[config.mk]
export PLATFORM = sky130hd
export DESIGN_NAME = hbi_host_if
export DESIGN_NICKNAME = d
export VERILOG_FILES = /design/src/design/hbi_host_if.v /design/src/design/hbi_fifo.v
export VERILOG_INCLUDE_DIRS = /design/src /design/src/design
export SDC_FILE = /design/constraint.sdc
export NUM_CORES = 1
export LEC_CHECK = 0
export ABC_AREA = 1
export BUFFER_PORTS_ARGS = -buffer_cell sky130_fd_sc_hd__clkbuf_2
export CORE_MARGIN = 5
export CORE_UTILIZATION = 35
export CTS_CLUSTER_DIAMETER = 30
export CTS_CLUSTER_SIZE = 28
export DETAILED_ROUTE_END_ITERATION = 10
export PLACE_DENSITY = 0.49
export SKIP_LAST_GASP = 1
export SYNTH_ARGS = -nofsm -noshare
export SYNTH_HDL_FRONTEND = slang
export SYNTH_SLANG_ARGS = --single-unit
[constraint.sdc]
create_clock -name i_ref_clk -period 4.5 [get_ports i_ref_clk]
set_input_delay 0.9 -clock i_ref_clk [delete_from_list [all_inputs] [get_ports i_ref_clk]]
set_output_delay 0.9 -clock i_ref_clk [all_outputs]
set_load 0.005 [all_outputs]
[src/design/hbi_map.vh]
// Constants for the host bus interface: mode codes, field positions, counts.
// Assumes inclusion by the host interface module and its bench monitor.
`ifndef HBI_MAP_VH
`define HBI_MAP_VH
// Detected interface modes
`define HBI_MODE_SEP_DED 3'h0
`define HBI_MODE_SEP_MUX 3'h1
`define HBI_MODE_COM_DED 3'h2
`define HBI_MODE_COM_MUX 3'h3
`define HBI_MODE_HSK 3'h4
`define HBI_MODE_SPI 3'h5
// SPI first-byte fields
`define HBI_SPI_DIR_BIT 7
`define HBI_SPI_ADDR_HI 6
`define HBI_SPI_ADDR_LO 1
`define HBI_SPI_BITS 4'h8
`define HBI_SPI_LAST_BIT 4'h7
// Strap patterns on high/middle/low address pins
`define HBI_STRAP_SEP_MUX 3'h3
`define HBI_STRAP_COM_MUX 3'h2
`define HBI_STRAP_SPI 3'h1
// FIFO defaults
`define HBI_FIFO_DEPTH 16
`define HBI_FIFO_AW 4
`define HBI_WR_WIDTH 14
`endif

[src/design/hbi_host_if.v]
// Host bus interface: parallel (three styles) and SPI slave with mode detect.
// Assumes pins arrive asynchronous; register file outside answers reads
// combinationally on i_rd_data for o_rd_addr, and drains writes via FIFO.
//
// Function
// - After reset return to parallel mode, then detect interface type.
// - Interface type decoded from strapped control pin levels.
// - Separate strobes: read, write, chip select, 3 or 6-bit address.
// - Common strobe: read/write select, data strobe, chip select, address.
// - Handshake mode: multiplexed bus with write select, strobes, wait.
// - Chip select gates handshake data strobe; tie low if unused.
// - Wait output stays high impedance after reset.
// - Wait driven only after first falling address strobe edge.
// - Serial mode is SPI slave only; master clocks SCK.
// - First SPI byte carries direction and register address.
// - SPI read: bit 7 high, address in bits 6..1.
// - SPI read pipelined: MISO returns data of previous address.
// - SPI write: bit 7 low, address in bits 6..1, then data.
// - SPI write puts every data byte to the same address.
// - Mux modes capture address on latch high or handshake strobe low.
// - Wait low begins an access, high ends it.
// - Common strobe: read/write select decides cycle direction.
`timescale 1ns/1ps
`include "hbi_map.vh"
`default_nettype none
module hbi_host_if #(
    parameter FIFO_DEPTH = `HBI_FIFO_DEPTH,
    parameter FIFO_AW = `HBI_FIFO_AW
) (
    input wire i_ref_clk,
    input wire i_rst_b,
    input wire i_ce,
    input wire i_latch,
    input wire [2:0] i_addr_pin,
    input wire i_read_strobe_n,
    input wire i_write_strobe_n,
    input wire i_chip_select_n,
    input wire [7:0] i_data_pin,
    output reg [7:0] o_data_pin,
    output reg o_data_oe,
    output reg o_addr0_pin,
    output reg o_addr0_oe,
    output reg [2:0] o_mode,
    output reg o_mode_valid,
    output reg [5:0] o_rd_addr,
    output reg o_rd_req,
    input wire [7:0] i_rd_data,
    output wire o_wr_valid,
    input wire i_wr_ready,
    output wire [5:0] o_wr_addr,
    output wire [7:0] o_wr_data,
    output reg o_busy
);
    // ----------------------------------------------------------------
    // Input synchronisers
    // ----------------------------------------------------------------
    // Not reset on purpose: straps must flow through while reset
    // is held, so detection sees the real pin levels
    reg [14:0] s1_ff;
    reg [14:0] s2_ff;
    reg [14:0] s3_ff;
    always @(posedge i_ref_clk) begin
        if (i_ce) begin
            s1_ff <= {i_latch, i_addr_pin, i_read_strobe_n, i_write_strobe_n,
                      i_chip_select_n, i_data_pin};
            s2_ff <= s1_ff;
            s3_ff <= s2_ff;
        end
    end
    wire latch = s2_ff[14];
    wire [2:0] apin = s2_ff[13:11];
    wire rd_n = s2_ff[10];
    wire wr_n = s2_ff[9];
    wire cs_n = s2_ff[8];
    wire [7:0] din = s2_ff[7:0];
    wire latch_p = s3_ff[14];
    wire sck_p = s3_ff[13];
    wire rd_n_p = s3_ff[10];
    wire wr_n_p = s3_ff[9];

    // ----------------------------------------------------------------
    // Mode detection
    // ----------------------------------------------------------------
    localparam ST_DET = 2'h0;
    localparam ST_RUN = 2'h1;
    reg [1:0] st_ff;
    reg [2:0] nxt_mode;
    always @* begin
        if (latch && apin == `HBI_STRAP_SPI && rd_n && wr_n && !cs_n)
            nxt_mode = `HBI_MODE_SPI;
        // Handshake address strobe idles high, so its level is left out
        else if (apin[2] && apin[1] && !cs_n)
            nxt_mode = `HBI_MODE_HSK;
        else if (apin == `HBI_STRAP_SEP_MUX)
            nxt_mode = `HBI_MODE_SEP_MUX;
        else if (apin == `HBI_STRAP_COM_MUX)
            nxt_mode = `HBI_MODE_COM_MUX;
        else if (rd_n && wr_n)
            nxt_mode = `HBI_MODE_SEP_DED;
        else
            nxt_mode = `HBI_MODE_COM_DED;
    end

    // ----------------------------------------------------------------
    // Access engine
    // ----------------------------------------------------------------
    reg [5:0] addr_ff;
    reg hs_arm_ff;
    reg [3:0] bit_ff;
    reg [7:0] sh_ff;
    reg [7:0] tx_ff;
    reg first_ff;
    reg spi_rd_ff;
    reg wr_v;
    reg [13:0] wr_d;
    wire wr_rdy;
    wire sel = !cs_n;
    // A byte arriving while the staged one drains is still queued
    wire wr_free = !wr_v || wr_rdy;
    wire sck_rise = apin[2] && !sck_p;
    wire sck_fall = !apin[2] && sck_p;
    wire [7:0] sh_next = {sh_ff[6:0], apin[0]};
    // chip select inhibits the handshake data strobe
    wire hs_ds_act = !rd_n && !cs_n;
    wire hs_ds_fall = hs_ds_act && !(!rd_n_p && !cs_n);
    wire hs_ds_rise = !hs_ds_act && !rd_n_p;
    always @(posedge i_ref_clk) begin
        if (!i_rst_b) begin
            st_ff <= ST_DET;
            o_mode <= `HBI_MODE_SEP_DED;
            o_mode_valid <= 1'b0;
            o_data_pin <= 8'h00;
            o_data_oe <= 1'b0;
            o_addr0_pin <= 1'b1;
            o_addr0_oe <= 1'b0;
            addr_ff <= 6'h00;
            hs_arm_ff <= 1'b0;
            o_rd_addr <= 6'h00;
            o_rd_req <= 1'b0;
            bit_ff <= 4'h0;
            sh_ff <= 8'h00;
            tx_ff <= 8'h00;
            first_ff <= 1'b1;
            spi_rd_ff <= 1'b0;
            wr_v <= 1'b0;
            wr_d <= 14'h0000;
            o_busy <= 1'b0;
        end else if (i_ce) begin
            o_rd_req <= 1'b0;
            o_busy <= wr_v && !wr_rdy;
            if (wr_v && wr_rdy)
                wr_v <= 1'b0;
            case (st_ff)
                ST_DET: begin
                    o_mode <= nxt_mode;
                    o_mode_valid <= 1'b1;
                    st_ff <= ST_RUN;
                end
                ST_RUN: begin
                    case (o_mode)
                        `HBI_MODE_SEP_DED, `HBI_MODE_SEP_MUX: begin
                            if (o_mode == `HBI_MODE_SEP_MUX && latch)
                                addr_ff <= din[5:0];
                            o_data_oe <= sel && !rd_n;
                            if (sel && !rd_n && rd_n_p) begin
                                o_rd_addr <= (o_mode == `HBI_MODE_SEP_DED) ?
                                    {3'h0, apin} : addr_ff;
                                o_rd_req <= 1'b1;
                            end
                            o_data_pin <= i_rd_data;
                            if (sel && wr_n && !wr_n_p && wr_free) begin
                                wr_v <= 1'b1;
                                wr_d <= {(o_mode == `HBI_MODE_SEP_DED) ?
                                    {3'h0, apin} : addr_ff, din};
                            end
                        end
                        `HBI_MODE_COM_DED, `HBI_MODE_COM_MUX: begin
                            if (o_mode == `HBI_MODE_COM_MUX && latch)
                                addr_ff <= din[5:0];
                            o_data_oe <= sel && !rd_n && wr_n;
                            if (sel && !rd_n && rd_n_p && wr_n) begin
                                o_rd_addr <= (o_mode == `HBI_MODE_COM_DED) ?
                                    {3'h0, apin} : addr_ff;
                                o_rd_req <= 1'b1;
                            end
                            o_data_pin <= i_rd_data;
                            if (rd_n && !rd_n_p && !wr_n && sel && wr_free) begin
                                wr_v <= 1'b1;
                                wr_d <= {(o_mode == `HBI_MODE_COM_DED) ?
                                    {3'h0, apin} : addr_ff, din};
                            end
                        end
                        `HBI_MODE_HSK: begin
                            if (!latch)
                                addr_ff <= din[5:0];
                            // arm wait on first address strobe fall
                            if (!latch && latch_p)
                                hs_arm_ff <= 1'b1;
                            // handshake wait on low address pin
                            o_addr0_oe <= hs_arm_ff;
                            if (hs_ds_fall) begin
                                o_addr0_pin <= 1'b0;
                                if (wr_n) begin
                                    o_rd_addr <= addr_ff;
                                    o_rd_req <= 1'b1;
                                end else if (wr_free) begin
                                    wr_v <= 1'b1;
                                    wr_d <= {addr_ff, din};
                                end
                            end else if (hs_ds_rise)
                                o_addr0_pin <= 1'b1;
                            o_data_oe <= hs_ds_act && wr_n;
                            o_data_pin <= i_rd_data;
                        end
                        default: begin
                            o_data_oe <= 1'b1;
                            if (latch) begin
                                bit_ff <= 4'h0;
                                first_ff <= 1'b1;
                            end else if (sck_rise) begin
                                sh_ff <= sh_next;
                                bit_ff <= bit_ff + 4'h1;
                                if (bit_ff == `HBI_SPI_LAST_BIT) begin
                                    bit_ff <= 4'h0;
                                    first_ff <= 1'b0;
                                    if (first_ff) begin
                                        // first byte is mode and address
                                        spi_rd_ff <= sh_next[`HBI_SPI_DIR_BIT];
                                        addr_ff <= sh_next[`HBI_SPI_ADDR_HI:
                                            `HBI_SPI_ADDR_LO];
                                    end
                                    if (first_ff ? sh_next[`HBI_SPI_DIR_BIT] :
                                        spi_rd_ff) begin
                                        o_rd_addr <= sh_next[`HBI_SPI_ADDR_HI:
                                            `HBI_SPI_ADDR_LO];
                                        o_rd_req <= 1'b1;
                                    end else if (!first_ff && wr_free) begin
                                        wr_v <= 1'b1;
                                        wr_d <= {addr_ff, sh_next};
                                    end
                                end
                            end
                            if (o_rd_req)
                                tx_ff <= i_rd_data;
                            else if (sck_fall && bit_ff != 4'h0)
                                tx_ff <= {tx_ff[6:0], 1'b0};
                            o_data_pin <= {7'h00, tx_ff[7]};
                        end
                    endcase
                end
                default: st_ff <= ST_DET;
            endcase
        end
    end

    // ----------------------------------------------------------------
    // Write buffer toward register file
    // ----------------------------------------------------------------
    // Full FIFO holds one staged write and drops later ones; the host must pace itself
    hbi_fifo #(
        .WIDTH(`HBI_WR_WIDTH),
        .DEPTH(FIFO_DEPTH),
        .AW(FIFO_AW)
    ) u_wr_fifo (
        .i_ref_clk(i_ref_clk),
        .i_rst_b(i_rst_b),
        .i_ce(i_ce),
        .i_in_valid(wr_v),
        .o_in_ready(wr_rdy),
        .i_in_data(wr_d),
        .o_out_valid(o_wr_valid),
        .i_out_ready(i_wr_ready),
        .o_out_data({o_wr_addr, o_wr_data})
    );
endmodule // hbi_host_if
`default_nettype wire

[src/design/hbi_fifo.v]
// Synchronous FIFO with valid/ready on both sides.
// Assumes one clock, synchronous active-low reset and a clock enable.
`timescale 1ns/1ps
`default_nettype none
module hbi_fifo #(
    parameter WIDTH = 14,
    parameter DEPTH = 16,
    parameter AW = 4
) (
    input wire i_ref_clk,
    input wire i_rst_b,
    input wire i_ce,
    input wire i_in_valid,
    output wire o_in_ready,
    input wire [WIDTH-1:0] i_in_data,
    output wire o_out_valid,
    input wire i_out_ready,
    output wire [WIDTH-1:0] o_out_data
);
    reg [WIDTH-1:0] mem [0:DEPTH-1];
    reg [AW:0] wp_ff;
    reg [AW:0] rp_ff;
    wire full;
    wire empty;
    assign empty = (wp_ff == rp_ff);
    assign full = (wp_ff[AW-1:0] == rp_ff[AW-1:0]) && (wp_ff[AW] != rp_ff[AW]);
    assign o_in_ready = ~full;
    assign o_out_valid = ~empty;
    assign o_out_data = mem[rp_ff[AW-1:0]];
    always @(posedge i_ref_clk) begin
        if (!i_rst_b) begin
            wp_ff <= {(AW+1){1'b0}};
            rp_ff <= {(AW+1){1'b0}};
        end else if (i_ce) begin
            if (i_in_valid && !full) begin
                mem[wp_ff[AW-1:0]] <= i_in_data;
                wp_ff <= wp_ff + 1'b1;
            end
            if (i_out_ready && !empty) begin
                rp_ff <= rp_ff + 1'b1;
            end
        end
    end
endmodule // hbi_fifo
`default_nettype wire

* Word-level counts from Yosys, hierarchy flattened
Memory sizes are Yosys's and may differ from the RTL's. A register that Yosys moved wholly into a read port is not among the register bits.
Index checks and enable logic that the tools add are counted.
** Cells by class
- Reduce and logical (&&, ||, !) cells :: 80
- Bitwise operators :: 5
- Eq/ne operators :: 26
- Add/subtract/negate cells :: 3
- Mux-type cells :: 78
** Operator list (number)
- two-way mux 14 bit :: 10
- two-way mux 6 bit :: 17
- one-hot mux 14 bit (3 select lines) :: 1
- one-hot mux 6 bit (3 select lines) :: 2
- logical AND 1 bit :: 33
- two-way mux 1 bit :: 31
- two-way mux 8 bit :: 3
- nonzero test 4 bit :: 6
- != test 2 bit (second input constant) :: 11
- two-way mux 4 bit :: 5
- AND reduction 4 bit :: 4
- logical NOT 1 bit :: 14
- == test 3 x 2 -> 1 bit (second input constant) :: 4
- AND reduction 12 bit :: 1
- adder 5 x 1 -> 5 bit (second input constant) :: 2
- AND reduction 10 bit :: 1
- AND reduction 2 bit :: 5
- AND reduction 5 bit :: 2
- AND reduction 9 bit :: 1
- != test 4 x 1 -> 1 bit (second input constant) :: 2
- nonzero test 2 bit :: 4
- == test 3 x 1 -> 1 bit (second input constant) :: 2
- two-way mux 2 bit :: 3
- two-way mux 3 bit :: 2
- 20 further kinds :: 26
** Word-level totals
- Flip-flop bits (word level) :: 123
- Memories :: 1
- Output and inout bits :: 38
- Bits in writable memories :: 224
- Bits of input ports :: 27
- Logic and storage cells :: 217
** Memory list
- u_wr_fifo.mem :: words 16, bits a word 14, read ports 1, clocked after memory_dff 1, wr ports 1, RTL line hbi_fifo.v:20 : reg [WIDTH-1:0] mem [0:DEPTH-1];

* Depth between registers and ports, before layout
- Depth in word-level cells :: 12
- Depth in mapped cells :: 13
- Mapped depth without buffers :: 13

* Modules after synthesis
From an unflattened synthesis, not the netlist that was laid out.
** Unflattened totals
- Cell total of the unflattened synthesis :: 1293
- Area, all modules :: 13984.7 um2
** Modules (own cells, without submodules)
- hbi_fifo :: sequential area each 7006.7 um2, area an instance 9741.8 um2, cells each 789, times used 1
- hbi_host_if :: sequential area each 2362.3 um2, area an instance 4242.8 um2, cells each 504, times used 1

* Worst setup path before layout
Ideal clock, no wire load.
- Path type :: input port to flip-flop
- From :: input port i_ce
- To :: memory u_wr_fifo.mem[11][0], enable pin
- Library setup time :: 0.403 ns
- Path slack :: 1.656 ns
- Data arrival time :: 2.441 ns
- Stages :: 7
- Buffers on the path :: 1
- Cells stage by stage :: clkbuf_2 -> nand2_1 -> inv_1 -> nand2_1 -> inv_1 -> nand2_1 -> nor3_1
** Between the ends
- Word-level cells in the longest chain between the ends :: 3
** Ends and longest elaborated chain
- from (decl) :: RTL line hbi_host_if.v:32 : input wire i_ce,
- two-way mux 1 bit :: RTL line hbi_fifo.v:34 : end else if (i_ce) begin
- two-way mux 1 bit :: RTL line hbi_fifo.v:31 : if (!i_rst_b) begin
- two-way mux 1 bit (implied by the code) :: RTL line hbi_fifo.v:36 : mem[wp_ff[AW-1:0]] <= i_in_data;
- to (decl) :: RTL line hbi_fifo.v:20
Every way passes these cells.

==> run metrics <==
Clock Root Buffer=clkbuf_16; critical setup path kind=flop to output pin; Arrival @ worst endpoint=approximately 2.7 ns; register area=about 9400 um^2; Top cell by count, worst path=o21ai_0; # diodes=0; busiest grt layer=met2; Crit path max-delay family=flip-flops; HP Start=s1_ff[3]$_DFFE_PP_; Post-CTS Setup Inserts=0; FF-to-FF setup slack=about 2.1 ns; Worst Setup End Kind=output pin; Clock transition at path regs=approximately 0.040 ns; worst flop-to-flop path startpoint=o_mode[2]$_SDFFE_PN0P_; outcome=finished clean; antenna violations before repair=0; post-route ant nets=0; Layout fillers=around 3600; vias in the first global route=9106; asr flop ratio synth=0; CP max stage delay=roughly 0.77 ns; Hold Crit Depth=0; DP HPWL=just under 20000 um; Total Wirelength=roughly 34000 um; final setup TNS=0 ns; Rows=72; drt pass-1 iters=5; Layout Skew=just under 0.03 ns; Main synth FF type=edfxtp_1; Synth Net Count=1226; final setup vio count=0; CP Data Required Time=around 3.6 ns; Worst path slowest cell=dfxtp_4; met1 usage=0.199; drt drc=0; met2 usage=0.257; syn_area_per_cell=about 11 um^2; area of the multi-input gates=3630 um^2; reg-to-reg endpoint=wr_d[7]$_SDFFE_PN0P_; fmax=around 280 MHz; clock buffer depth=3; Max-Cap Viols=0; Post-synth EDFFs=between 200 and 300; Mapped Cells=between 1000 and 1500; Via Count=around 9000; Mapped Area=roughly 14000 um^2; largest net degree at the start of global routing=73; die area=43200 um^2; wire length per cell=17.8 um; Chip Height=slightly above 200 um; worst-margin pin slew=about 0.76 ns; worst hold endpoint=s2_ff[3]$_DFFE_PP_; CTS Buf Count=slightly below 80; Port Buffers=64; yosys warns=0; post-synthesis cell type count=37; Reg2Reg Depth=11; # clock sinks=about 340; Crit path buffers/inverters=2; PwrDens=around 530 nW/um^2; Die W=208 um; crit share post-route=0.794; Worst slew margin=0.490; unrepaired setup endpoints after global routing=false; overall power=9090 uW; fraction of layout cells with a size suffix above 1=0.165; Max FO, Critical Path=72; hold buffer count at CTS=0; NumNets Final=roughly 1300; FF+latch count, synth=approximately 340; global-route wire length before repair=~52000 um; Final GP Congestion=0.798; final count of hold timing violations=0; 1st-iter DRT viols=600; Max H-tree Level=3; initial core utilization=0.354; peak supply drop=297 uV; core area=between 30000 and 40000 um^2; total leakage power=between 0.006 and 0.007 uW; minimum clock period=between 3 and 4 ns; PostCTS Resize Cnt=0; P&R area growth vs syn=25.9%; Avg Vias per Cell=4.83; CP startpoint kind=flop; Min-Delay Path Class=flop to flop; max-slew violations=0; Top Ports=65; Clock Latency Late Sink=approximately 0.58 ns; Seq/Total Area, Yosys=0.684; total grt overflow=0; GRT Overall Usage=0.154; grt met3 use=0.0357; CTS tree=done; cells along the critical path=buf_12 > a21oi_1 > o21ai_0 > o21ai_0 > o211ai_1 > nand2_1 > clkbuf_2
worst max path at each step:
stage | startpoint | end | slack [ns] | cells after the start
6_report | flop | o_wr_addr[3] | 0.93 | 7
4_1_cts | flop | o_wr_addr[3] | 0.91 | 7
3_3_place_gp | i_ce | wr_d[12]$_SDFFE_PN0P_ | 1.54 | 10
3_5_place_dp | i_ce | wr_d[7]$_SDFFE_PN0P_ | 1.46 | 10
5_1_grt | flop | o_wr_addr[3] | 0.69 | 7
2_1_floorplan | i_ce | u_wr_fifo.mem[11][0]$_DFFE_PP_ | 1.66 | 7
power breakdown:
part	leakage, uW	switching, uW	total, uW	internal [uW]
Sequential	0.00302	49.5	3460	3410
Combinational	0.00207	145	223	78.2
Clock	0.00124	1770	5400	3630
cell usage after synthesis (all sizes together), types with 2 or more instances:
cell / count / area share
edfxtp: 258 / 0.57
nand2: 137 / 0.038
o21ai: 126 / 0.046
inv: 119 / 0.033
nor2: 110 / 0.031
a21oi: 85 / 0.031
dfxtp: 81 / 0.12
o211ai: 58 / 0.032
mux2i: 57 / 0.042
nand3: 42 / 0.016
clkbuf: 36 / 0.0099
buf: 23 / 0.0094
nor3: 21 / 0.0080
a31oi: 14 / 0.0064
ha: 7 / 0.0064
clkinv: 4 / 0.0011
nor4: 2 / 0.00091
xor2: 2 / 0.0013
worst reg2reg max path, stage by stage (launching register included):
cell and delay (ns):
dfxtp_1 0.47, nand3_2 0.19, nand2_2 0.28, inv_2 0.24, nand2_1 0.16, nand3_2 0.09
nor2_2 0.13, nand2_1 0.10, nor2_2 0.39, nand2_1 0.14, nor2_1 0.11, nor2_1 0.05
state kept, by name, summed over array words and instances (netlist names), 6 cells and up, named ones only:
register,cells
sh_ff,7
o_rd_addr,6
u_wr_fifo.mem,224
addr_ff,6
s2_ff,15
s1_ff,15
wr_d,14
o_data_pin,8
tx_ff,8
through the flow:
stage	std cells	setup WS, ns	hold slack, ns	utilization	cell area [um^2]
2_1_floorplan	1192	1.66	0.400	-	13700
3_3_place_gp	1743	1.54	0.402	0.379	14700
3_5_place_dp	1743	1.46	0.405	0.379	14700
4_1_cts	1890	0.906	0.415	0.446	17300
5_1_grt	1890	0.689	0.421	0.446	17300
6_report	1890	0.927	0.413	0.446	17300
routing by layer:
metal  part of all wire  vias to the layer above
met5                  0                        -
met4              0.017                        0
met3              0.041                       46
met2               0.48                      203
met1               0.46                     4411
li1                   -                     4475
layout make-up:
class	count	area share
clock buffers	92	0.117
clock inverters	55	0.0329
inverters	123	0.0268
multi-input cells	671	0.210
flip-flops and latches	339	0.543
well taps	518	0.0376
repair buffers	92	0.0322
placed cells by master, fill, tap and decap left out, types with 2 or more instances in the layout:
cell type   netlist  routed
clkinv_8          0       2
clkinv_1          4      20
clkbuf_2          1      64
a31oi_1          14      14
inv_2             3       3
o21ai_0         124     124
nand2_1         136     136
nand3_2           2       2
ha_1              7       7
clkbuf_16         0      79
buf_4             0      26
inv_6             0       3
clkinv_4          0       2
o211ai_1         58      58
clkinv_16         0       3
buf_12            0       2
dfxtp_1          81      79
xor2_1            2       2
clkinv_2          0      15
bufinv_16         0       7
mux2i_1          57      57
edfxtp_1        258     258
nor2_2            3       3
nor2_1          107     107
clkinvlp_4        0       8
a21oi_1          85      85
nor3_1           20      17
inv_1           116     115
o21ai_1           2       2
clkbuf_1         35      13
nor3_2            1       4
nor4_1            2       2
nand3_1          40      40
logic make-up (layout without fill, tap and decap cells):
logic type               count (synthesis)  in the layout  synth area share
adder cells (fa/ha/maj)                  7              7           0.00639
XOR/XNOR                                 2              2           0.00128
buffers and inverters                  182            362            0.0530
AO/OA/AOI/OAI                          289            289             0.119
flip-flops                             339            339             0.684
multiplexers                            57             57            0.0416
AND/OR/NAND/NOR                        316            316            0.0954
(Power assumes the default switching activity.)
